===== src/verilog/trace_pkg.sv =====
// constants and types shared by the trace capture logic
package trace_pkg;
    localparam int LA_W           = 14;
    localparam int DATA_W         = 8;
    localparam int STAT_W         = 5;
    localparam int DST_W          = 3;
    localparam int PC_W           = 32;
    localparam int STAMP_W        = 32;
    // positions inside the synchronised pin vector
    localparam int P_DATA_LO      = 0;
    localparam int P_STAT_LO      = 8;
    localparam int P_AUX          = 13;
    localparam int P_DST_LO       = 14;
    localparam int P_PC           = 17;
    localparam int P_TCLK         = 18;
    localparam int P_TRST         = 19;
    localparam int PIN_W          = 20;
    // serial pc frame lengths in core cycles, start cycle included
    localparam int PC_CNT_W       = 5;
    localparam logic [PC_CNT_W-1:0] PC_LEN_SHORT = 5'h1b;
    localparam logic [PC_CNT_W-1:0] PC_LEN_LONG  = 5'h1f;
    localparam logic [PC_CNT_W-1:0] PC_DATA_GAP  = 5'h02;
    // bus trace record layout
    localparam int BUS_MAX_SLICES = 8;
    localparam int SLICE_W        = 12;
    localparam int BUS_REC_W      = 96;
    localparam int SLICE_CNT_W    = 4;
    localparam int BUS_START_BIT  = 4;
    localparam int BUS_LEN_W      = 3;
    localparam logic [SLICE_CNT_W-1:0] BUS_FULL_LEN = 4'h8;
    localparam logic [SLICE_CNT_W-1:0] SLICE_ONE    = 4'h1;
    localparam logic [STAMP_W-1:0]     STAMP_ONE    = 32'h0000_0001;

    typedef enum logic [1:0] {
        MODE_LA  = 2'b00,
        MODE_PC  = 2'b01,
        MODE_BUS = 2'b10,
        MODE_OFF = 2'b11
    } mode_t;

    typedef enum logic [1:0] {
        REF_RESUME  = 2'b00,
        REF_TRIGGER = 2'b01,
        REF_SERIAL  = 2'b10,
        REF_NONE    = 2'b11
    } ref_src_t;

    typedef enum logic {
        PC_IDLE  = 1'b0,
        PC_SHIFT = 1'b1
    } pc_state_t;

    typedef enum logic {
        BUS_IDLE  = 1'b0,
        BUS_SHIFT = 1'b1
    } bus_state_t;
endpackage


===== src/verilog/trace_pins_if.sv =====
// raw and filtered target pin bundle between the capture core and its synchroniser
`timescale 1ns/1ns
interface trace_pins_if;
    import trace_pkg::*;
    logic [PIN_W-1:0] raw;
    logic [PIN_W-1:0] clean;
    modport sync_side (input raw, output clean);
    modport user_side (output raw, input clean);
endinterface


===== src/verilog/trace_capture_port.sv =====
// probe-side capture of the target trace, status and serial pc pins
// How it works
// - target routes user signals onto trace pins
// - target shifts pc serially, 27/31 cycles
// - target drives three status lines every cycle
// - target captures full bus access attributes
// - bus record arrives in at most 8 slices
// - new access preempts unfinished record
// - compressed records carry their own length
// - filtered records are shorter, same framing
// - capture never stalls the target
// - target reset while suspended is flagged
`timescale 1ns/1ns
module trace_capture_port (
    input  wire logic                                    CLK,
    input  wire logic                                    NRST,
    input  wire logic [trace_pkg::DATA_W-1:0]            TRACE_DATA_PINS,
    input  wire logic [trace_pkg::STAT_W-1:0]            TRACE_STATUS_PINS,
    input  wire logic                                    TRACE_AUX_PIN,
    input  wire logic [trace_pkg::DST_W-1:0]             DEBUG_STATUS_LINES,
    input  wire logic                                    DEBUG_PC_SERIAL_OUT,
    input  wire logic                                    TARGET_CORE_CLK,
    input  wire logic                                    TARGET_RESET_N,
    input  wire trace_pkg::mode_t                        MODE,
    input  wire logic                                    PC_LONG,
    input  wire logic                                    BUS_SHORT,
    input  wire logic                                    SUSPENDED,
    input  wire logic [trace_pkg::PC_W-1:0]              RESUME_PC,
    input  wire logic                                    TRIGGER_FIRE,
    input  wire logic [trace_pkg::PC_W-1:0]              TRIGGER_ADDR,
    input  wire logic                                    RESET_COLD,
    output logic                                         SAMPLE_VALID,
    output logic [trace_pkg::LA_W-1:0]                   SAMPLE_DATA,
    output logic [trace_pkg::DST_W-1:0]                  SAMPLE_STATUS,
    output logic [trace_pkg::STAMP_W-1:0]                SAMPLE_STAMP,
    output logic                                         REF_VALID,
    output logic [trace_pkg::PC_W-1:0]                   REF_PC,
    output trace_pkg::ref_src_t                          REF_SRC,
    output logic                                         BUS_VALID,
    output logic [trace_pkg::BUS_REC_W-1:0]              BUS_RECORD,
    output logic [trace_pkg::SLICE_CNT_W-1:0]            BUS_LEN,
    output logic                                         BUS_DROPPED,
    output logic                                         BREAK_ENABLE,
    output logic                                         RESET_FAULT
);
    import trace_pkg::*;

    trace_pins_if pins ();

    assign pins.raw[P_DATA_LO +: DATA_W] = TRACE_DATA_PINS;
    assign pins.raw[P_STAT_LO +: STAT_W] = TRACE_STATUS_PINS;
    assign pins.raw[P_AUX]               = TRACE_AUX_PIN;
    assign pins.raw[P_DST_LO +: DST_W]   = DEBUG_STATUS_LINES;
    assign pins.raw[P_PC]                = DEBUG_PC_SERIAL_OUT;
    assign pins.raw[P_TCLK]              = TARGET_CORE_CLK;
    assign pins.raw[P_TRST]              = TARGET_RESET_N;

    // every pin passes the same filter so all stay cycle-aligned
    pin_sync u_sync (
        .CLK  (CLK),
        .NRST (NRST),
        .pins (pins)
    );

    function automatic logic [SLICE_CNT_W-1:0] rec_len(input logic [STAT_W-1:0] st, input logic short_fmt);
        logic [SLICE_CNT_W-1:0] n;
        n = {1'b0, st[BUS_LEN_W-1:0]} + SLICE_ONE;
        rec_len = short_fmt ? n : BUS_FULL_LEN;
    endfunction

    logic [DATA_W-1:0]      t_data;
    logic [STAT_W-1:0]      t_stat;
    logic                   t_aux;
    logic [DST_W-1:0]       t_dst;
    logic                   t_pc;
    logic                   t_clk;
    logic                   t_rst_n;

    assign t_data  = pins.clean[P_DATA_LO +: DATA_W];
    assign t_stat  = pins.clean[P_STAT_LO +: STAT_W];
    assign t_aux   = pins.clean[P_AUX];
    assign t_dst   = pins.clean[P_DST_LO +: DST_W];
    assign t_pc    = pins.clean[P_PC];
    assign t_clk   = pins.clean[P_TCLK];
    assign t_rst_n = pins.clean[P_TRST];

    logic                   tclk_prev_reg;
    logic                   trst_prev_reg;
    logic                   susp_prev_reg;
    logic                   core_edge;
    logic                   trst_fall;
    logic                   resume_evt;
    logic                   suspend_evt;

    always_ff @(posedge CLK) begin
        if (!NRST) begin
            tclk_prev_reg <= 1'b0;
            trst_prev_reg <= 1'b0;
            susp_prev_reg <= 1'b0;
        end else begin
            tclk_prev_reg <= t_clk;
            trst_prev_reg <= t_rst_n;
            susp_prev_reg <= SUSPENDED;
        end
    end

    // target core clock must stay well below a quarter of CLK for edges to survive the filter
    assign core_edge   = t_clk & ~tclk_prev_reg;
    assign trst_fall   = trst_prev_reg & ~t_rst_n;
    assign resume_evt  = susp_prev_reg & ~SUSPENDED;
    assign suspend_evt = ~susp_prev_reg & SUSPENDED;

    // free-running core cycle stamp
    logic [STAMP_W-1:0]     stamp_reg;

    always_ff @(posedge CLK) begin
        if (!NRST) begin
            stamp_reg <= '0;
        end else if (core_edge) begin
            stamp_reg <= stamp_reg + STAMP_ONE;
        end
    end

    // per-cycle samples: user pins in analyzer mode, status lines in both
    always_ff @(posedge CLK) begin
        if (!NRST) begin
            SAMPLE_VALID  <= 1'b0;
            SAMPLE_DATA   <= '0;
            SAMPLE_STATUS <= '0;
            SAMPLE_STAMP  <= '0;
        end else begin
            SAMPLE_VALID <= core_edge && (MODE == MODE_LA || MODE == MODE_PC);
            if (core_edge) begin
                SAMPLE_DATA   <= (MODE == MODE_LA) ? {t_aux, t_stat, t_data} : '0;
                SAMPLE_STATUS <= t_dst;
                SAMPLE_STAMP  <= stamp_reg;
            end
        end
    end

    // serial pc: a high start cycle, then the pc bits low first
    pc_state_t              pc_state_reg;
    logic [PC_CNT_W-1:0]    pc_cnt_reg;
    logic [PC_W-1:0]        pc_acc_reg;
    logic [PC_CNT_W-1:0]    pc_last;
    logic                   pc_done;

    assign pc_last = (PC_LONG ? PC_LEN_LONG : PC_LEN_SHORT) - PC_DATA_GAP;
    assign pc_done = core_edge && (MODE == MODE_PC) && (pc_state_reg == PC_SHIFT) && (pc_cnt_reg == pc_last);

    always_ff @(posedge CLK) begin
        if (!NRST) begin
            pc_state_reg <= PC_IDLE;
            pc_cnt_reg   <= '0;
            pc_acc_reg   <= '0;
        end else if (MODE != MODE_PC) begin
            pc_state_reg <= PC_IDLE;
        end else if (core_edge) begin
            unique case (pc_state_reg)
                PC_IDLE: begin
                    if (t_pc) begin
                        pc_state_reg <= PC_SHIFT;
                        pc_cnt_reg   <= '0;
                        pc_acc_reg   <= '0;
                    end
                end
                PC_SHIFT: begin
                    pc_acc_reg[pc_cnt_reg] <= t_pc;
                    pc_cnt_reg             <= pc_cnt_reg + 5'h01;
                    if (pc_cnt_reg == pc_last) begin
                        pc_state_reg <= PC_IDLE;
                    end
                end
            endcase
        end
    end

    logic [PC_W-1:0]        pc_word;

    always_comb begin
        pc_word = pc_acc_reg;
        pc_word[pc_cnt_reg] = t_pc;
    end

    // absolute references; a serial word landing with a resume or trigger is lost
    always_ff @(posedge CLK) begin
        if (!NRST) begin
            REF_VALID <= 1'b0;
            REF_PC    <= '0;
            REF_SRC   <= REF_NONE;
        end else begin
            REF_VALID <= resume_evt | TRIGGER_FIRE | pc_done;
            if (resume_evt) begin
                REF_PC  <= RESUME_PC;
                REF_SRC <= REF_RESUME;
            end else if (TRIGGER_FIRE) begin
                REF_PC  <= TRIGGER_ADDR;
                REF_SRC <= REF_TRIGGER;
            end else if (pc_done) begin
                REF_PC  <= pc_word;
                REF_SRC <= REF_SERIAL;
            end
        end
    end

    // bus trace records: slice 0 carries the start marker
    bus_state_t             bus_state_reg;
    logic [SLICE_CNT_W-1:0] bus_cnt_reg;
    logic [SLICE_CNT_W-1:0] bus_len_reg;
    logic [BUS_MAX_SLICES-1:0][SLICE_W-1:0] bus_acc_reg;
    logic [BUS_MAX_SLICES-1:0][SLICE_W-1:0] bus_acc_next;
    logic [SLICE_W-1:0]     slice;
    logic                   bus_tick;
    logic                   bus_start;
    logic [SLICE_CNT_W-1:0] start_len;
    logic                   bus_done;

    assign slice     = {t_stat[BUS_LEN_W:0], t_data};
    assign bus_tick  = core_edge && (MODE == MODE_BUS);
    assign bus_start = bus_tick && t_stat[BUS_START_BIT];
    assign start_len = rec_len(t_stat, BUS_SHORT);
    assign bus_done  = bus_start ? (start_len == SLICE_ONE)
                                 : (bus_tick && bus_state_reg == BUS_SHIFT && bus_cnt_reg + SLICE_ONE == bus_len_reg);

    always_comb begin
        bus_acc_next = bus_acc_reg;
        if (bus_start) begin
            bus_acc_next    = '0;
            bus_acc_next[0] = slice;
        end else begin
            bus_acc_next[bus_cnt_reg[BUS_LEN_W-1:0]] = slice;
        end
    end

    always_ff @(posedge CLK) begin
        if (!NRST) begin
            bus_state_reg <= BUS_IDLE;
            bus_cnt_reg   <= '0;
            bus_len_reg   <= BUS_FULL_LEN;
            bus_acc_reg   <= '0;
        end else if (MODE != MODE_BUS) begin
            bus_state_reg <= BUS_IDLE;
        end else if (bus_start) begin
            // a new access always restarts the record, unfinished or not
            bus_acc_reg   <= bus_acc_next;
            bus_cnt_reg   <= SLICE_ONE;
            bus_len_reg   <= start_len;
            bus_state_reg <= bus_done ? BUS_IDLE : BUS_SHIFT;
        end else if (bus_tick && bus_state_reg == BUS_SHIFT) begin
            bus_acc_reg <= bus_acc_next;
            bus_cnt_reg <= bus_cnt_reg + SLICE_ONE;
            if (bus_done) begin
                bus_state_reg <= BUS_IDLE;
            end
        end
    end

    // outputs are plain pulses with no ready, so nothing upstream can be held off
    always_ff @(posedge CLK) begin
        if (!NRST) begin
            BUS_VALID   <= 1'b0;
            BUS_RECORD  <= '0;
            BUS_LEN     <= '0;
            BUS_DROPPED <= 1'b0;
        end else begin
            BUS_VALID   <= bus_done;
            BUS_DROPPED <= bus_start && bus_state_reg == BUS_SHIFT && MODE == MODE_BUS;
            if (bus_done) begin
                BUS_RECORD <= bus_acc_next;
                BUS_LEN    <= bus_start ? start_len : bus_len_reg;
            end
        end
    end

    // breakpoints stay off after a cold reset taken while running
    always_ff @(posedge CLK) begin
        if (!NRST) begin
            BREAK_ENABLE <= 1'b1;
        end else if (suspend_evt) begin
            BREAK_ENABLE <= 1'b1;
        end else if (trst_fall && RESET_COLD && !SUSPENDED) begin
            BREAK_ENABLE <= 1'b0;
        end
    end

    // a reset during suspension leaves the probe state unreliable; set wins over the resume clear
    always_ff @(posedge CLK) begin
        if (!NRST) begin
            RESET_FAULT <= 1'b0;
        end else if (trst_fall && SUSPENDED) begin
            RESET_FAULT <= 1'b1;
        end else if (resume_evt) begin
            RESET_FAULT <= 1'b0;
        end
    end
endmodule


===== src/verilog/pin_sync.sv =====
// three-stage pin synchroniser with agreement filter
`timescale 1ns/1ns
module pin_sync (
    input wire logic      CLK,
    input wire logic      NRST,
    trace_pins_if.sync_side pins
);
    import trace_pkg::*;

    logic [PIN_W-1:0] s1_reg;
    logic [PIN_W-1:0] s2_reg;
    logic [PIN_W-1:0] s3_reg;
    logic [PIN_W-1:0] held_reg;

    genvar i;
    generate
        for (i = 0; i < PIN_W; i++) begin : g_bit
            always_ff @(posedge CLK) begin
                if (!NRST) begin
                    s1_reg[i] <= 1'b0;
                    s2_reg[i] <= 1'b0;
                    s3_reg[i] <= 1'b0;
                end else begin
                    s1_reg[i] <= pins.raw[i];
                    s2_reg[i] <= s1_reg[i];
                    s3_reg[i] <= s2_reg[i];
                end
            end

            // a change counts only once two settled stages agree
            always_ff @(posedge CLK) begin
                if (!NRST) begin
                    held_reg[i] <= 1'b0;
                end else if (s2_reg[i] == s3_reg[i]) begin
                    held_reg[i] <= s3_reg[i];
                end
            end
        end
    endgenerate

    assign pins.clean = held_reg;
endmodule


===== config.mk =====
export PLATFORM = sky130hd
export DESIGN_NAME = trace_capture_port
export DESIGN_NICKNAME = d
export VERILOG_FILES = /design/src/verilog/trace_pkg.sv /design/src/verilog/trace_pins_if.sv /design/src/verilog/trace_capture_port.sv /design/src/verilog/pin_sync.sv
export SDC_FILE = /design/constraint.sdc
export NUM_CORES = 1
export LEC_CHECK = 0
export ABC_AREA = 1
export BUFFER_PORTS_ARGS = -buffer_cell sky130_fd_sc_hd__buf_2
export CAP_MARGIN = 20
export CORE_UTILIZATION = 55
export CTS_BUF_LIST = sky130_fd_sc_hd__clkbuf_4 sky130_fd_sc_hd__clkbuf_8
export CTS_CLUSTER_SIZE = 28
export DETAILED_ROUTE_END_ITERATION = 6
export PLACE_DENSITY = 0.75
export SYNTH_ARGS = -nofsm -noshare
export SYNTH_HDL_FRONTEND = slang
export SYNTH_HIERARCHICAL = 1
export SYNTH_SLANG_ARGS = --single-unit

===== constraint.sdc =====
create_clock -name CLK -period 2.1 [get_ports CLK]
set_input_delay 0.315 -clock CLK [delete_from_list [all_inputs] [get_ports CLK]]
set_output_delay 0.315 -clock CLK [all_outputs]
set_load 0.1 [all_outputs]

==> flow_summary.ini <==
[status]
outcome = completed

[cells_and_area]
syn_to_final_growth_pct = 19.7
drive_gt1_share_pct = 22.7
fin_nets = 3249
final-instance-count-excl-fill = 3665
design_area_mm2 = 0.0238

[sta]
setup_violations = 0
fmax_ghz = 0.488
slew_viol_final = 0
timing.slew.headroom_pct = 43.9
whs_ns = 0.0325
finalClockSkew_ns = 0.0212
hold_violations = 0
final.setup.tns_ns = 0
worstMarginPinSlew_ns = 0.841
rsz0062_at_grt = true
timing.final.crit_share_pct = 97.7
period_needed_ns = 2.05

[power]
max-vdd-ir-drop_mv = 0.580
p_leak_uw = 0.0108
power_density_mw_per_mm2 = 750

[die]
rows = 69
num_io_pins = 282
start_util_pct = 55.8
core-area_mm2 = 0.0356
dieArea_mm2 = 0.0369
chipHeight_um = 192
fp.dieW_um = 192

[synth]
synth_common_cells = nand2_1, dfxtp_1, nor2_1, inv_1, a21oi_1
synth_edf_count = 0
synth-seq-cells = 447
netlist.top_cell.by_area = dfxtp_1
synth.most_common_cell = nand2_1
netlist.area_leader.share_pct = 45.1
synth_area_leaders = dfxtp_1, nand2_1, nor2_1
syn_avg_cell_area_um2 = 6.99
async_reset_ff_share_pct = 0
yosysUniqueCellTypes = 41
syn_nets = 2942
synth.yosys.seq_area_share_pct = 45.1
synthFlopType = dfxtp_1
netlist_area_mm2 = 0.0199
syn_inst = 2842
ys_warn_count = 6

[grt]
grt_max_degree = 81
grt_pass1_wl_mm = 83.6
grt_use_total_pct = 28.1
antenna_found_initial = 1
overflow = 0
first_global_vias = 17300

[clocking]
path_clk_slew_ns = 0.06
cts.path.max_buffers = 3
cts-buffers-inserted = 75
clk_root_buffer_cell = clkbuf_8
cts_tree = yes
htreeDepth = 3
clkLatencyLatePin_ns = 0.62
cts.sinks = 447

[critical_path]
cp_common_cell = nand2_1
r2r_end = BUS_RECORD[82]
cp-start-kind = flop
crit_required_ns = 2.61
critPathKind = reg2reg
reg2reg_depth = 13
slowest_delay_ns = 0.33
rr_startpoint = bus_cnt_reg[1]
critPathArrivalTime_ns = 2.56
crit_start = bus_cnt_reg[1]
cp_max_fo = 8
critPathSlowestCell = ha_1
critPathCaptureType = flop
rrSetupSlack_ns = 0.05
path_cells = ha_1 > inv_1 > nand2_1 > nand2_1 > nor2_1 > nand3_1 > nor2_2 > nand2_4 > nand2_4 > clkbuf_16 > nand2_1 > nand2_1 > nor2_1

[min_path]
hold_path.startpoint = RESUME_PC[16]
worstHoldPathCells = 5
min_path_type = in2reg
hold_end = REF_PC[16]

[detailed_routing]
first_iter_violations = 1644
ant_nets = 0
vias_per_cell = 5.18
drc_errors = 0
drtPass1Iterations = 5
wirelength_mm = 53.4
wl_per_cell_um = 14.6
vias = 19000

[placed_design]
port_buffers = 281
gp_congestion = 0.880
dp.cells = 3486
dp_hpwl_mm = 34.6
placed_area_mm2 = 0.0216

[job]
cap_violations = 0
-- cells by family (layout without fill, tap and decap cells) --
family / count (synthesis) / after routing / share of synthesized area [%]
AO/OA/AOI/OAI: 500 / 500 / 13.3
buffers and inverters: 444 / 802 / 10.2
AND/OR/NAND/NOR: 1441 / 1444 / 30.8
XOR/XNOR: 3 / 3 / 0.132
other: 0 / 1 / 0
adder cells (fa/ha/maj): 7 / 7 / 0.441
flip-flops: 447 / 447 / 45.1
-- worst max-delay path by stage --
stage	cells past startpoint	slack [ns]	endpoint
2_1_floorplan	13	0.33	BUS_RECORD[20]
3_5_place_dp	9	-0.02	BUS_RECORD[80]
3_3_place_gp	9	0.04	BUS_RECORD[82]
6_report	13	0.05	BUS_RECORD[82]
5_1_grt	7	-0.03	stamp_reg[5]
4_1_cts	10	0.03	BUS_RECORD[16]
-- metrics by stage --
stage	setup WS (ns)	power, uW	utilization, %
final	0.0491	17800	66.8
after global routing	-0.0327	18400	66.8
after CTS	0.0281	18000	66.1
after detailed placement	-0.0199	9880	60.7
after global placement	0.0353	9850	60.7
after floorplan	0.326	9620	-
-- placed cells by master (no fill, tap or decap), types with 3 or more instances in the layout --
cell type / n
a21oi_1: 229
a31oi_1: 5
and3_1: 3
buf_12: 11
buf_16: 3
buf_2: 280
buf_4: 68
buf_6: 3
clkbuf_16: 4
clkbuf_4: 22
clkbuf_8: 95
clkinv_2: 12
dfxtp_1: 447
dlygate4sd3_1: 33
ha_1: 7
inv_1: 255
inv_2: 10
nand2_1: 717
nand2_2: 6
nand2_4: 4
nand3_1: 86
nand4_1: 11
nor2_1: 398
nor2_2: 168
nor3_1: 15
o211ai_1: 12
o21a_1: 4
o21ai_0: 210
o21ai_1: 7
o21ai_2: 20
o22ai_1: 5
o31ai_1: 4
or2_1: 20
or2_2: 6
xor2_1: 3
-- critical path: cells and delay by family, from the launching register on --
family / cells / cell delay [ns]
flip-flops: 1 / 0.32
adder cells (fa/ha/maj): 1 / 0.33
AND/OR/NAND/NOR: 10 / 1.03
buffers and inverters: 2 / 0.25
-- report_power, final --
| part | switching, uW | total (uW) | internal [uW] |
|---|---|---|---|
| logic | 819 | 1110 | 291 |
| registers | 52.5 | 8640 | 8590 |
| clock network | 3510 | 8080 | 4570 |
| total | 4380 | 17800 | 13400 |
-- final cells by class --
type | count | area [um2]
inverter | 268 | 1010
fill | 3099 | 11800
tap | 461 | 577
timing repair buffer | 403 | 2690
clock buffer | 117 | 1470
antenna | 1 | 2.50
sequential | 447 | 8950
clock inverter | 14 | 101
multi-input combinational | 1954 | 8970
-- timing repair --
item | CTS | global route
endpoints found under the setup margin | 44 | 100
gates resized for setup | 2 | 13
pin swaps | 0 | 2
endpoints found under the hold margin | 34 | 0
cloned | 0 | 8
setup buffers | 0 | 6
hold buffers | 33 | 0
-- routing by layer --
metal  share of wire (%)  vias to the layer above  wire (um)  track usage (%)
met3                 7.0                      123       3750             5.66
met4                 3.0                        0       1610             11.4
met2                  45                      666      23900             43.9
li1                    -                     9500          -                -
met1                  45                     8706      24100             37.8
met5                   0                        -          0                0
No activity file was read; power rests on OpenSTA's default activity.
